[src/core/nat_pkg.sv]
// ----------------------------------------------------------------
// Nibble datapath constants
// ----------------------------------------------------------------
package nat_pkg;

   // Datapath widths
   localparam int NAT_NIB_W = 4;
   localparam int NAT_ROM_W = 10;
   localparam int NAT_TADDR_W = 7;
   localparam int NAT_PAGE_W = 3;

   // Field positions inside the fetched table word
   localparam int NAT_ROM_HI_MSB = 7;
   localparam int NAT_ROM_HI_LSB = 4;
   localparam int NAT_ROM_LO_MSB = 3;
   localparam int NAT_ROM_UP_MSB = 9;
   localparam int NAT_ROM_UP_LSB = 8;

   // Values after reset
   localparam logic [3:0] NAT_ACC_RST = 4'h0;
   localparam logic [3:0] NAT_B_RST = 4'h0;
   localparam logic [2:0] NAT_D_RST = 3'h0;
   localparam logic NAT_CARRY_RST = 1'b0;

   // Cycles from table request to returned word
   localparam int NAT_TABLE_LAT = 1;

   // Decoded operations
   typedef enum logic [3:0] {
      NAT_OP_NOP = 4'h0,
      NAT_OP_LOAD_IMM = 4'h1,
      NAT_OP_TABLE_READ = 4'h2,
      NAT_OP_ADD_MEM = 4'h3,
      NAT_OP_ADD_MEM_CARRY = 4'h4,
      NAT_OP_ADD_IMM = 4'h5,
      NAT_OP_AND_MEM = 4'h6,
      NAT_OP_OR_MEM = 4'h7,
      NAT_OP_SET_CARRY = 4'h8,
      NAT_OP_CLEAR_CARRY = 4'h9,
      NAT_OP_TEST_CARRY = 4'ha,
      NAT_OP_COMPL = 4'hb,
      NAT_OP_ROTATE = 4'hc,
      NAT_OP_BIT_SET = 4'hd,
      NAT_OP_BIT_CLEAR = 4'he,
      NAT_OP_BIT_TEST = 4'hf
   } nat_op_t;

   // Execution unit states
   typedef enum logic [0:0] {
      NAT_ST_IDLE = 1'b0,
      NAT_ST_TABLE = 1'b1
   } nat_state_t;

endpackage : nat_pkg

[src/core/nat_alu.sv]
// Contract
// - Load immediate; consecutive loads after first skipped
// - Table word bits 7-4 to B, 3-0 A
// - Table address is D low bits then A
// - Upper flag: bits 9-8 to D, D top cleared
// - Table read holds one return stack stage
// - Memory add into A, carry untouched
// - Add with carry updates A and carry
// - Immediate add skips next when no overflow
// - A becomes A AND memory nibble
// - A becomes A OR memory nibble
// - Set carry to one only
// - Clear carry to zero only
// - Carry test skips next when carry zero
// - A becomes its bitwise inverse
// - Rotate carry and A right by one
// - Set indexed bit of memory nibble
// - Clear indexed bit of memory nibble
// - Bit test skips next when bit zero
`timescale 1ns/1ns

module nat_alu
   import nat_pkg::*;
(
   // Clock and reset
   input wire logic clock,
   input wire logic reset,
   // Instruction issue
   input wire logic op_valid,
   input wire nat_op_t op_code,
   input wire logic [3:0] op_imm,
   output logic op_ready,
   output logic op_skipped,
   // Pointed data memory
   input wire logic [3:0] pointed_memory_nibble,
   output logic mem_we_q,
   output logic [3:0] mem_wdata_q,
   // Table read port
   input wire logic upper_table_transfer_flag,
   input wire logic [9:0] table_word,
   output logic table_req_q,
   output logic [6:0] table_addr_q,
   // Return stack stage claim
   output logic return_stack_claim_q,
   // Architectural state
   output logic [3:0] acc_q,
   output logic [3:0] b_q,
   output logic [2:0] table_page_bits_q,
   output logic carry_flag_q,
   output logic skip_q
);

   // ----------------------------------------------------------------
   // Issue and suppression
   // ----------------------------------------------------------------

   nat_state_t state_q; // Execution unit state
   logic prev_load_q; // Last taken op was an immediate load
   logic accept; // Op taken this cycle
   logic suppress; // Taken op does nothing
   logic exec; // Taken op runs
   logic [4:0] sum_mem; // Memory add with carry out
   logic [4:0] sum_mem_c; // Memory add plus carry
   logic [4:0] sum_imm; // Immediate add with carry out
   logic [3:0] bit_mask; // One-hot bit select

   // Ready only while no table read is in flight
   assign op_ready = (state_q == NAT_ST_IDLE);
   assign accept = op_valid && op_ready;
   // Pending skip, or a load directly after a load
   assign suppress = skip_q ||
      (op_code == NAT_OP_LOAD_IMM && prev_load_q);
   assign exec = accept && !suppress;
   // A suppressed op still uses its issue cycle
   assign op_skipped = accept && suppress;

   // Adders, carries kept in bit 4
   assign sum_mem = {1'b0, acc_q} + {1'b0, pointed_memory_nibble};
   assign sum_mem_c = sum_mem + {4'h0, carry_flag_q};
   assign sum_imm = {1'b0, acc_q} + {1'b0, op_imm};
   assign bit_mask = 4'h1 << op_imm[1:0];

   // Track back-to-back immediate loads, executed or not
   always_ff @(posedge clock) begin
      if (reset) begin
         prev_load_q <= 1'b0;
      end else if (accept) begin
         prev_load_q <= (op_code == NAT_OP_LOAD_IMM);
      end
   end

   // ----------------------------------------------------------------
   // Skip flag
   // ----------------------------------------------------------------

   // Set by a test op or an immediate add, consumed by the next taken op
   always_ff @(posedge clock) begin
      if (reset) begin
         skip_q <= 1'b0;
      end else if (accept) begin
         if (!exec) begin
            // Suppressed op consumes the skip
            skip_q <= 1'b0;
         end else begin
            case (op_code)
               NAT_OP_ADD_IMM: skip_q <= !sum_imm[4];
               NAT_OP_TEST_CARRY: skip_q <= !carry_flag_q;
               NAT_OP_BIT_TEST: begin
                  // Skip on a zero bit
                  skip_q <=
                     !pointed_memory_nibble[op_imm[1:0]];
               end
               default: skip_q <= 1'b0;
            endcase
         end
      end
   end

   // ----------------------------------------------------------------
   // Table read sequencer
   // ----------------------------------------------------------------

   // Idle, or waiting for the table word
   always_ff @(posedge clock) begin
      if (reset) begin
         state_q <= NAT_ST_IDLE;
      end else begin
         case (state_q)
            NAT_ST_IDLE: begin
               if (exec && op_code == NAT_OP_TABLE_READ) begin
                  state_q <= NAT_ST_TABLE;
               end
            end
            NAT_ST_TABLE: state_q <= NAT_ST_IDLE;
            default: state_q <= NAT_ST_IDLE;
         endcase
      end
   end

   // Request pulse with the in-page address
   always_ff @(posedge clock) begin
      if (reset) begin
         table_req_q <= 1'b0;
         table_addr_q <= 7'h00;
      end else begin
         table_req_q <= exec && op_code == NAT_OP_TABLE_READ;
         if (exec && op_code == NAT_OP_TABLE_READ) begin
            // D low bits high, accumulator low
            table_addr_q <= {table_page_bits_q, acc_q};
         end
      end
   end

   // One stack stage held for the whole read
   always_ff @(posedge clock) begin
      if (reset) begin
         return_stack_claim_q <= 1'b0;
      end else if (exec && op_code == NAT_OP_TABLE_READ) begin
         return_stack_claim_q <= 1'b1;
      end else if (state_q == NAT_ST_TABLE) begin
         return_stack_claim_q <= 1'b0;
      end
   end

   // ----------------------------------------------------------------
   // Accumulator
   // ----------------------------------------------------------------

   // Written by loads, arithmetic, logic and table reads
   always_ff @(posedge clock) begin
      if (reset) begin
         acc_q <= NAT_ACC_RST;
      end else if (state_q == NAT_ST_TABLE) begin
         acc_q <= table_word[NAT_ROM_LO_MSB:0];
      end else if (exec) begin
         case (op_code)
            NAT_OP_LOAD_IMM: acc_q <= op_imm;
            NAT_OP_ADD_MEM: acc_q <= sum_mem[3:0];
            NAT_OP_ADD_MEM_CARRY: acc_q <= sum_mem_c[3:0];
            NAT_OP_ADD_IMM: acc_q <= sum_imm[3:0];
            NAT_OP_AND_MEM: begin
               acc_q <= acc_q & pointed_memory_nibble;
            end
            NAT_OP_OR_MEM: begin
               acc_q <= acc_q | pointed_memory_nibble;
            end
            NAT_OP_COMPL: acc_q <= ~acc_q;
            NAT_OP_ROTATE: begin
               acc_q <= {carry_flag_q, acc_q[3:1]};
            end
            default: acc_q <= acc_q;
         endcase
      end
   end

   // ----------------------------------------------------------------
   // Carry flag
   // ----------------------------------------------------------------

   // Only add-with-carry, rotate, set and clear touch it
   always_ff @(posedge clock) begin
      if (reset) begin
         carry_flag_q <= NAT_CARRY_RST;
      end else if (exec) begin
         case (op_code)
            NAT_OP_ADD_MEM_CARRY: begin
               carry_flag_q <= sum_mem_c[4];
            end
            NAT_OP_SET_CARRY: carry_flag_q <= 1'b1;
            NAT_OP_CLEAR_CARRY: carry_flag_q <= 1'b0;
            NAT_OP_ROTATE: carry_flag_q <= acc_q[0];
            default: carry_flag_q <= carry_flag_q;
         endcase
      end
   end

   // ----------------------------------------------------------------
   // Registers B and D
   // ----------------------------------------------------------------

   // Upper table nibble lands in B
   always_ff @(posedge clock) begin
      if (reset) begin
         b_q <= NAT_B_RST;
      end else if (state_q == NAT_ST_TABLE) begin
         b_q <= table_word[NAT_ROM_HI_MSB:NAT_ROM_HI_LSB];
      end
   end

   // Top two word bits into D when the upper flag is set
   always_ff @(posedge clock) begin
      if (reset) begin
         table_page_bits_q <= NAT_D_RST;
      end else if (state_q == NAT_ST_TABLE && upper_table_transfer_flag) begin
         table_page_bits_q <=
            {1'b0, table_word[NAT_ROM_UP_MSB:NAT_ROM_UP_LSB]};
      end
   end

   // ----------------------------------------------------------------
   // Memory bit write-back
   // ----------------------------------------------------------------

   // Write strobe one cycle after a bit set or clear
   always_ff @(posedge clock) begin
      if (reset) begin
         mem_we_q <= 1'b0;
         mem_wdata_q <= 4'h0;
      end else begin
         mem_we_q <= exec &&
            (op_code == NAT_OP_BIT_SET || op_code == NAT_OP_BIT_CLEAR);
         if (exec && op_code == NAT_OP_BIT_SET) begin
            mem_wdata_q <= pointed_memory_nibble | bit_mask;
         end else if (exec && op_code == NAT_OP_BIT_CLEAR) begin
            mem_wdata_q <= pointed_memory_nibble & ~bit_mask;
         end
      end
   end

   // Helper conditions
   logic ex_tab;
   logic ex_addm;
   logic ex_adc;
   logic ex_addi;
   assign ex_tab = exec && op_code == NAT_OP_TABLE_READ;
   assign ex_addm = exec && op_code == NAT_OP_ADD_MEM;
   assign ex_adc = exec && op_code == NAT_OP_ADD_MEM_CARRY;
   assign ex_addi = exec && op_code == NAT_OP_ADD_IMM;
endmodule : nat_alu

[config.mk]
export PLATFORM = sky130hd
export DESIGN_NAME = nat_alu
export DESIGN_NICKNAME = d
export VERILOG_FILES = /design/src/core/nat_pkg.sv /design/src/core/nat_alu.sv
export SDC_FILE = /design/constraint.sdc
export NUM_CORES = 1
export LEC_CHECK = 0
export BUFFER_PORTS_ARGS = -buffer_cell sky130_fd_sc_hd__buf_2
export CAP_MARGIN = 40
export CORE_ASPECT_RATIO = 0.6
export CORE_UTILIZATION = 55
export CTS_BUF_LIST = sky130_fd_sc_hd__clkbuf_4
export DETAILED_ROUTE_END_ITERATION = 10
export PLACE_DENSITY = 0.92
export SLEW_MARGIN = 20
export SYNTH_ARGS = -nofsm -noshare
export SYNTH_HDL_FRONTEND = slang
export SYNTH_SLANG_ARGS = --single-unit
[constraint.sdc]
create_clock -name clock -period 5.8 [get_ports clock]
set_input_delay 0.58 -clock clock [delete_from_list [all_inputs] [get_ports clock]]
set_output_delay 0.58 -clock clock [all_outputs]
set_load 0.005 [all_outputs]
==> reports/qor.yml, run 1 <==
global_route:
  grt_pass1_wl_um: 9300
  first_global_vias: 1856
  grt_start_max_net_pins: 28
  overflow: 0
  antenna_found_initial: 0
  grt_usage_pct: 30.4
drt:
  drt-initial-drc-count: 127
  postRouteWirelength_um: 5990
  firstDrtPassIters: 8
  postRouteAntennaNets: 0
  viasPerCell: 6.05
  wl_per_cell_um: 17.5
  drc_errors: 0
  vias: 2076
logic_synthesis:
  yosys.area_share.simple_pct: 21.3
  synth.mux.area_fraction_pct: 7.63
  syn_inst: 258
  yosysSeqAreaShare_pct: 25.2
  yosys.area.top_type: "dfxtp_1"
  synth_area_sq_um: 2150
  yosysTopAreaCellShare_pct: 25.2
  synth-compound-area-share_pct: 23.9
  synth.distinct_cells: 63
  synth_edf_count: 0
  synth_seq_cells: 27
  synthFlopType: "dfxtp_1"
  async_reset_ff_share_pct: 0
  synth_fa_ha_area_share_pct: 10.0
  syn_avg_cell_area_sq_um: 8.32
  synth.most_common_cell: "dfxtp_1"
  synth-xor-area-share_pct: 3.09
  synth_top_family_by_area: "compound AO/OA/AOI/OAI gates"
  netlist_top_cells_area: "dfxtp_1 (25%), ha_1 (8.2%), mux2i_1 (6.1%)"
  ys_warn_count: 0
  ys_top_cells_by_count: "dfxtp_1 (27), nor2_1 (26), inv_1 (22)"
clock_network:
  clock_sinks: 27
  cts_root_buf: "clkbuf_4"
  numCtsBuffers: 3
  postCtsSetupBuffers: 0
  path_clk_slew_ns: 0.15
  tritoncts: "built"
  cts_buffer_depth: 2
  clock_latency_ns: 0.34
  postCtsHoldBufs: 0
  htreeDepth: 1
  cts-resized-gates: 0
die:
  dieArea_sq_um: 4170
  fp-row-count: 17
  core_area_sq_um: 3700
  die_h_um: 50.4
  start_util_pct: 58.0
  num_io_pins: 55
  die_w_um: 82.7
sta:
  setup_violations: 0
  relSlewSlack_pct: 59.1
  fin_crit_sh_pct: 46.7
  tns_ns: 0
  finalHoldViolCount: 0
  fmax_mhz: 369
  finalClockSkew_ns: 0.00730
  fin_crit_ns: 2.71
  worst_pin_slew_ns: 0.609
  finalMaxSlewViolations: 0
  rsz0062_at_grt: "false"
finish:
  nets: 339
  syn_to_final_growth_pct: 11.4
  layout.cells.non_filler: 343
  drive_gt1_share_pct: 24.7
  antenna_cells: 0
setup_path:
  max_stage_delay_ns: 0.54
  setup.worst_path.start: "acc_q[0]"
  path_cells: "ha_1 > inv_1 > fa_1 > inv_1 > ha_1 > or3b_1 > a31o_2 > o31ai_1 > o221ai_1 > a21oi_1"
  path_delay_family: "adder cells"
  required_ns: 6.08
  cp_max_fo: 7
  rr_worst_depth: 10
  cp_slowest_cell: "dfxtp_1"
  critical_path_class: "reg2reg"
  path_buf_inv: 2
  start_kind: "register"
  reg2reg_to: "acc_q[1]"
  r2r_start: "acc_q[0]"
  end_kind: "register"
  arrival_ns: 2.99
  rrSetupSlack_ns: 3.09
placed_design:
  dp_cells: 339
  hpwl_um: 4610
  port_buffers: 52
  routabilityCongestion: 1.00
run_status:
  outcome: "completed"
job:
  max-cap-violations: 0
worst_hold_path:
  hp-class: "in2reg"
  hold_depth: 3
  hold_end: "b_q[0]"
  hold_start: "table_word[4]"
power:
  vdd_ir_drop_max_mv: 0.126
  power_density_nw_per_um2: 178
  leakage_uw: 0.00115
tightest hold or removal path, cell delays in order:
cell	delay (ns)
buf_2	0.07
mux2i_1	0.05
nor2_1	0.07
state kept, by name, indices dropped and copies added (netlist names), 2 cells and up:
signal / count
b_q: 4
table_addr_q: 6
mem_wdata_q: 4
table_page_bits_q: 2
acc_q: 4
metal layers:
metal	track usage, %	up-vias	share of wire, %
met2	46.0	102	44
li1	-	991	-
met5	0	-	0
met4	2.87	0	0.58
met1	43.0	975	45
met3	10.5	8	10
worst max path at each step:
stage,endpoint,cells past startpoint,slack [ns]
detailed placement,acc_q[1],11,3.01
global route,acc_q[1],10,2.98
finish,acc_q[1],10,3.09
global placement,acc_q[1],11,3.08
CTS,acc_q[1],10,3.15
floorplan,acc_q[1],10,3.27
metrics by stage:
step	area, sq um	setup WS, ns	hold WS, ns	power, uW	util (%)
global route	2390	2.98	0.452	451	64.6
CTS	2390	3.15	0.463	425	64.6
detailed placement	2360	3.01	0.469	340	63.9
finish	2390	3.09	0.468	425	64.6
floorplan	2150	3.27	0.462	302	-
global placement	2360	3.08	0.449	337	63.9
cells by family (layout without fill, tap and decap cells):
| group | count (synthesis) | in the layout |
|---|---|---|
| simple gates | 85 | 85 |
| mux | 15 | 15 |
| flops | 27 | 27 |
| xor+xnor | 6 | 6 |
| compound gates | 67 | 67 |
| buf+inv | 41 | 78 |
| other cells | 1 | 2 |
| fa+ha+maj | 16 | 16 |
cell type report:
cell class	instances	area (sq um)
Fill cell	329	1310
Timing Repair Buffer	52	260
Sequential cell	27	541
Clock buffer	3	22.5
Inverter	22	82.6
Clock inverter	1	5.00
Tap cell	47	58.8
Multi-Input combinational cell	191	1420
power breakdown:
group          internal (uW)  leakage [uW]  switching [uW]
registers                191      0.000219            10.6
logic                   59.3      0.000914            79.7
clock network           26.0     0.0000177            59.0
placed cells by master (no fill, tap or decap), drive strengths merged, types with 6 or more instances in the layout:
cell type	count
nor2	27
a21oi	18
mux2i	13
nand3	7
dfxtp	27
buf	52
inv	22
nor2b	6
nand2	16
o21ai	7
ha	14
nor3	9
nand2b	7
No activity file was read; power rests on OpenSTA's default activity.
==> run 2, diff against run 1 <==
--- a/config.mk
+++ b/config.mk
@@ -8,10 +8,10 @@
 export BUFFER_PORTS_ARGS = -buffer_cell sky130_fd_sc_hd__buf_2
 export CAP_MARGIN = 40
 export CORE_ASPECT_RATIO = 0.6
-export CORE_UTILIZATION = 55
+export CORE_UTILIZATION = 50
 export CTS_BUF_LIST = sky130_fd_sc_hd__clkbuf_4
 export DETAILED_ROUTE_END_ITERATION = 10
-export PLACE_DENSITY = 0.92
+export PLACE_DENSITY = 0.89
 export SLEW_MARGIN = 20
 export SYNTH_ARGS = -nofsm -noshare
 export SYNTH_HDL_FRONTEND = slang
==> constraint.sdc (replaced) <==
create_clock -name clock -period 2.4 [get_ports clock]
set_input_delay 0.24 -clock clock [delete_from_list [all_inputs] [get_ports clock]]
set_output_delay 0.24 -clock clock [all_outputs]
set_load 0.005 [all_outputs]
==> reports/qor.yml, run 2 (synthesized netlist as in run 1, its figures left out) <==
run_status:
  outcome: "completed"
global_route:
  overflow: 0  # unchanged
  grt_pass1_wl_um: 9690  # +4.2%
  grt_start_max_net_pins: 28  # unchanged
  grt_usage_pct: 29.0  # -1.5 points
  first_global_vias: 1834  # -1.2%
  antenna_found_initial: 0  # unchanged
setup_path:
  path_buf_inv: 2  # unchanged
  r2r_start: "acc_q[0]"
  path_delay_family: "adder cells"
  cp_slowest_cell: "fa_1"
  cp_max_fo: 2  # -5
  crit_top_cell: "inv_1"
  arrival_ns: 2.60  # -0.39 ns
  path_cells: "ha_4 > inv_1 > fa_1 > inv_1 > ha_1 > or3b_1 > a31o_2 > o31ai_1 > o221ai_1 > a21oi_1"
  start_kind: "register"
  end_kind: "register"
  critical_path_class: "reg2reg"
  rrSetupSlack_ns: 0.09  # -3.00 ns
  max_stage_delay_ns: 0.48  # -0.06 ns
  required_ns: 2.69  # -3.39 ns
  setup.worst_path.start: "acc_q[0]"
sta:
  tns_ns: 0  # unchanged
  fin_crit_ns: 2.31  # -0.400 ns
  fmax_mhz: 433  # +17%
  finalMaxSlewViolations: 0  # unchanged
  finalClockSkew_ns: 0.00283  # -0.00447 ns
  setup_violations: 0  # unchanged
  rsz0062_at_grt: "true"
  worst_pin_slew_ns: 0.564  # -0.0453 ns
  relSlewSlack_pct: 62.1  # +3.0 points
  finalHoldViolCount: 0  # unchanged
  timing.hold.ws_ns: 0.121  # -0.347 ns
  fin_crit_sh_pct: 96.3  # +50 points
finish:
  final_cell_mix: "buf_2 (52), nor2_1 (26), dfxtp_1 (26)"
  layout_commonest_cell: "buf_2"
  syn_to_final_growth_pct: 17.3
  antenna_cells: 0  # unchanged
  nets: 351  # +3.5%
  regMostFlops: "table_addr_q"
  largest_register_ffs: 6  # unchanged
  design_area_sq_um: 2520  # +5.3%
  drive_gt1_share_pct: 28.6  # +3.9 points
power:
  leakage_uw: 0.00121  # +5.1%
  vdd_ir_drop_max_mv: 0.319  # +150%
  power_density_nw_per_um2: 434  # +140%
drt:
  postRouteWirelength_um: 6440  # +7.5%
  wl_per_cell_um: 17.5  # +0.16%
  vias: 2144  # +3.3%
  firstDrtPassIters: 6  # -2
  postRouteAntennaNets: 0  # unchanged
  drc_errors: 0  # unchanged
  viasPerCell: 5.83  # -3.7%
  drt-initial-drc-count: 186  # +46%
clock_network:
  cts_buffer_depth: 2  # unchanged
  postCtsSetupBuffers: 0  # unchanged
  clock_sinks: 27  # unchanged
  path_clk_slew_ns: 0.16  # about the same
  tritoncts: "built"
  htreeDepth: 1  # unchanged
  cts_root_buf: "clkbuf_4"
  numCtsBuffers: 3  # unchanged
  clock_latency_ns: 0.34  # about the same
placed_design:
  hpwl_um: 4950  # +7.5%
  routabilityCongestion: 1.01  # +0.95%
  placed_area_sq_um: 2470  # +4.6%
  port_buffers: 52  # unchanged
die:
  die_w_um: 86.6  # +4.8%
  num_io_pins: 55  # unchanged
  dieArea_sq_um: 4570  # +9.7%
  die_h_um: 52.8  # +4.7%
  start_util_pct: 52.1  # -5.9 points
  fp-row-count: 18  # +1
  core_area_sq_um: 4120  # +11%
worst_hold_path:
  hold_start: "table_word[9]"
  hp-class: "in2reg"
job:
  max-cap-violations: 0  # unchanged
run 2: cell count changes in the layout (fill, tap and decap cells not counted):
cell,delta
buf_4,+12
dfxtp_2,+1
dfxtp_1,-1
inv_6,+1
ha_1,-2
clkinv_2,-1
ha_4,+1
ha_2,+1
run 2: final cells by class:
class / instances / area (sq um)
fillers: 365 / 1600
clock buffers: 3 / 22.5
inverters: 22 / 82.6
well taps: 60 / 75.1
flip-flops and latches: 27 / 542
clock inverters: 1 / 8.76
multi-input cells: 191 / 1440
repair buffers: 64 / 350
run 2: worst paths after layout:
| check | end | cells past startpoint |
|---|---|---|
| hold / removal | table_page_bits_q[1] | 3 |
| setup / recovery | acc_q[1] | 10 |
| setup reg to reg | acc_q[1] | 10 |
| hold reg to reg | return_stack_claim_q | 2 |
run 2: what timing repair did:
action / in CTS / in global routing
hold buffers: 0 / 0
resized for setup: 0 / 3
setup endpoints to repair: 0 / 1
run 2: tightest hold or removal path, stage by stage:
cell,delay [ns]
buf_2,0.10
nand3_1,0.05
a21oi_1,0.05
run 2: layer usage:
layer / routed length (um) / GRT usage, % / share of wire [%] / vias up
li1: - / - / - / 1017
met1: 3030 / 43.0 / 47 / 1005
met2: 2710 / 41.9 / 42 / 116
met3: 649 / 7.09 / 10 / 6
met4: 53 / 5.56 / 0.82 / 0
met5: 0 / 0 / 0 / -
run 2: report_power, final:
group / internal (uW) / total (uW) / switching [uW]
Combinational: 172 / 394 / 222
Sequential: 462 / 476 / 14.0
Clock: 68.3 / 223 / 155
Total: 702 / 1090 / 391
run 2: stage by stage:
step                instances  utilization [%]  power (uW)  worst slack, ns
finish                    368             61.1        1090           0.0892
floorplan                 259                -         731           0.0686
detailed placement        364             60.0         862          -0.0308
global route              368             61.1        1150          -0.0151
global placement          364             60.0         857           0.0704
CTS                       368             60.7        1080           0.0230
==> run 3, diff against run 2 <==
--- a/config.mk
+++ b/config.mk
@@ -7,8 +7,10 @@
 export LEC_CHECK = 0
 export BUFFER_PORTS_ARGS = -buffer_cell sky130_fd_sc_hd__buf_2
 export CAP_MARGIN = 40
+export CELL_PAD_IN_SITES_DETAIL_PLACEMENT = 1
+export CELL_PAD_IN_SITES_GLOBAL_PLACEMENT = 2
 export CORE_ASPECT_RATIO = 0.6
-export CORE_UTILIZATION = 50
+export CORE_UTILIZATION = 29
 export CTS_BUF_LIST = sky130_fd_sc_hd__clkbuf_4
 export DETAILED_ROUTE_END_ITERATION = 10
 export PLACE_DENSITY = 0.89
==> reports/qor.yml, run 3 (synthesized netlist as in run 1, its figures left out) <==
run_status:
  outcome: "completed"
finish:
  fill_cells: 872  # +140%
  syn_to_final_growth_pct: 20.0
  layout_commonest_cell: "buf_2"
  drive_gt1_share_pct: 30.0  # +1.4 points
  largest_register_ffs: 6  # unchanged
  regMostFlops: "table_addr_q"
  nets: 350  # -0.28%
  layout.cells.non_filler: 395  # +7.3%
  postLayoutCoreUtil_pct: 37.3  # -24 points
  final_cell_mix: "buf_2 (52), nor2_1 (26), dfxtp_1 (26)"
sta:
  finalMaxSlewViolations: 0  # unchanged
  worst_pin_slew_ns: 0.728  # +0.164 ns
  finalClockSkew_ns: 0.0152  # +0.0124 ns
  fin_crit_ns: 2.39  # +0.0789 ns
  tns_ns: 0  # unchanged
  fmax_mhz: 418  # -3.3%
  setup_violations: 0  # unchanged
  fin_crit_sh_pct: 99.6  # +3.3 points
  rsz0062_at_grt: "true"
  relSlewSlack_pct: 51.1  # -11 points
  setup_slack_ns: 0.0104  # -0.0789 ns
  finalHoldViolCount: 0  # unchanged
drt:
  drc_errors: 0  # unchanged
  postRouteAntennaNets: 0  # unchanged
  firstDrtPassIters: 4  # -2
  drt-initial-drc-count: 155  # -17%
  viasPerCell: 5.26  # -9.7%
  wl_per_cell_um: 18.2  # +4.0%
  postRouteWirelength_um: 7180  # +12%
  vias: 2079  # -3.0%
placed_design:
  routabilityCongestion: 0.927  # -8.3%
  dp_cells: 390  # +7.1%
  dp_slack_ns: 0.000138  # +0.0309 ns
  hpwl_um: 5660  # +14%
  port_buffers: 52  # unchanged
global_route:
  use_met2_pct: 26.8  # -15 points
  grt_usage_pct: 19.1  # -9.9 points
  grt_use_met1_pct: 29.4  # -14 points
  grt_start_max_net_pins: 28  # unchanged
  first_global_vias: 2005  # +9.3%
  grtUsageMet3_pct: 4.90  # -2.2 points
  grt_pass1_wl_um: 11200  # +15%
  antenna_found_initial: 0  # unchanged
  overflow: 0  # unchanged
  busiest_layer: "met1"
setup_path:
  critical_path_class: "reg2reg"
  cp_max_fo: 2  # unchanged
  arrival_ns: 2.71  # +0.11 ns
  required_ns: 2.72  # +0.03 ns
  start_kind: "register"
  end_kind: "register"
power:
  vdd_ir_drop_max_mv: 0.239  # -25%
  leakage_uw: 0.00121  # -0.22%
  power_density_nw_per_um2: 429  # -1.2%
clock_network:
  htreeDepth: 1  # unchanged
  cts_buffer_depth: 2  # unchanged
  cts_root_buf: "clkbuf_4"
  clock_latency_ns: 0.37  # +0.03 ns
  tritoncts: "built"
  numCtsBuffers: 3  # unchanged
  path_clk_slew_ns: 0.17  # about the same
  clock_sinks: 27  # unchanged
die:
  die_h_um: 68.7  # +30%
  die_w_um: 113  # +31%
  fp-row-count: 23  # +5
  start_util_pct: 31.1  # -21 points
  dieArea_sq_um: 7760  # +70%
  core_area_sq_um: 6910  # +68%
  num_io_pins: 55  # unchanged
job:
  max-cap-violations: 0  # unchanged
worst_hold_path:
  hp-class: "in2reg"
==> run 3: metrics by stage <==
stage                     area [sq um]  hold WS [ns]  total power, uW
final                             2580        0.0912             1110
after global placement            2500         0.453              857
after detailed placement          2500         0.469              866
after global routing              2570         0.105             1170
after CTS                         2530        0.0764             1100
after floorplan                   2150         0.387              731
==> run 3: what timing repair did <==
action | CTS | global route
pin swaps | 2 | 5
hold buffers | 0 | 0
endpoints found under the setup margin | 1 | 3
resized for setup | 0 | 10
buffers inserted | 0 | 0
==> run 3: final timing paths <==
| check | startpoint | depth (start not counted) | slack [ns] | end |
|---|---|---|---|---|
| max | acc_q[0] | 10 | 0.01 | acc_q[1] |
| max reg2reg | acc_q[0] | 10 | 0.01 | acc_q[1] |
| min reg2reg | return_stack_claim_q | 2 | 0.49 | return_stack_claim_q |
| min | table_word[7] | 3 | 0.09 | b_q[3] |
==> run 3: area by class of cell <==
class	instances	area (sq um)	share of cell area, %
multi-input combinational	191	1460	56.7
inverter	22	82.6	3.20
sequential	27	544	21.1
clock buffer	3	22.5	0.874
timing repair buffer	63	347	13.4
clock inverter	1	7.51	0.291
antenna	1	2.50	0.0971
tap	87	109	4.22
==> run 3: layer usage <==
metal / up-vias / wire length (um)
met5: - / 0
met2: 61 / 2810
li1: 1016 / -
met4: 0 / 22
met1: 999 / 3770
met3: 3 / 577
==> run 3: power breakdown <==
part / internal, uW / switching [uW] / total (uW)
Combinational: 173 / 227 / 400
Clock: 64.4 / 163 / 228
Sequential: 462 / 15.0 / 477
Total: 699 / 406 / 1110
==> run 3: worst max-delay path: stages, from the launching register on <==
cell	delay (ns)
dfxtp_4	0.40
ha_4	0.14
inv_2	0.04
fa_1	0.51
inv_2	0.06
ha_4	0.25
or3b_1	0.33
a31o_2	0.24
o31ai_2	0.05
o221ai_1	0.15
a21oi_1	0.16
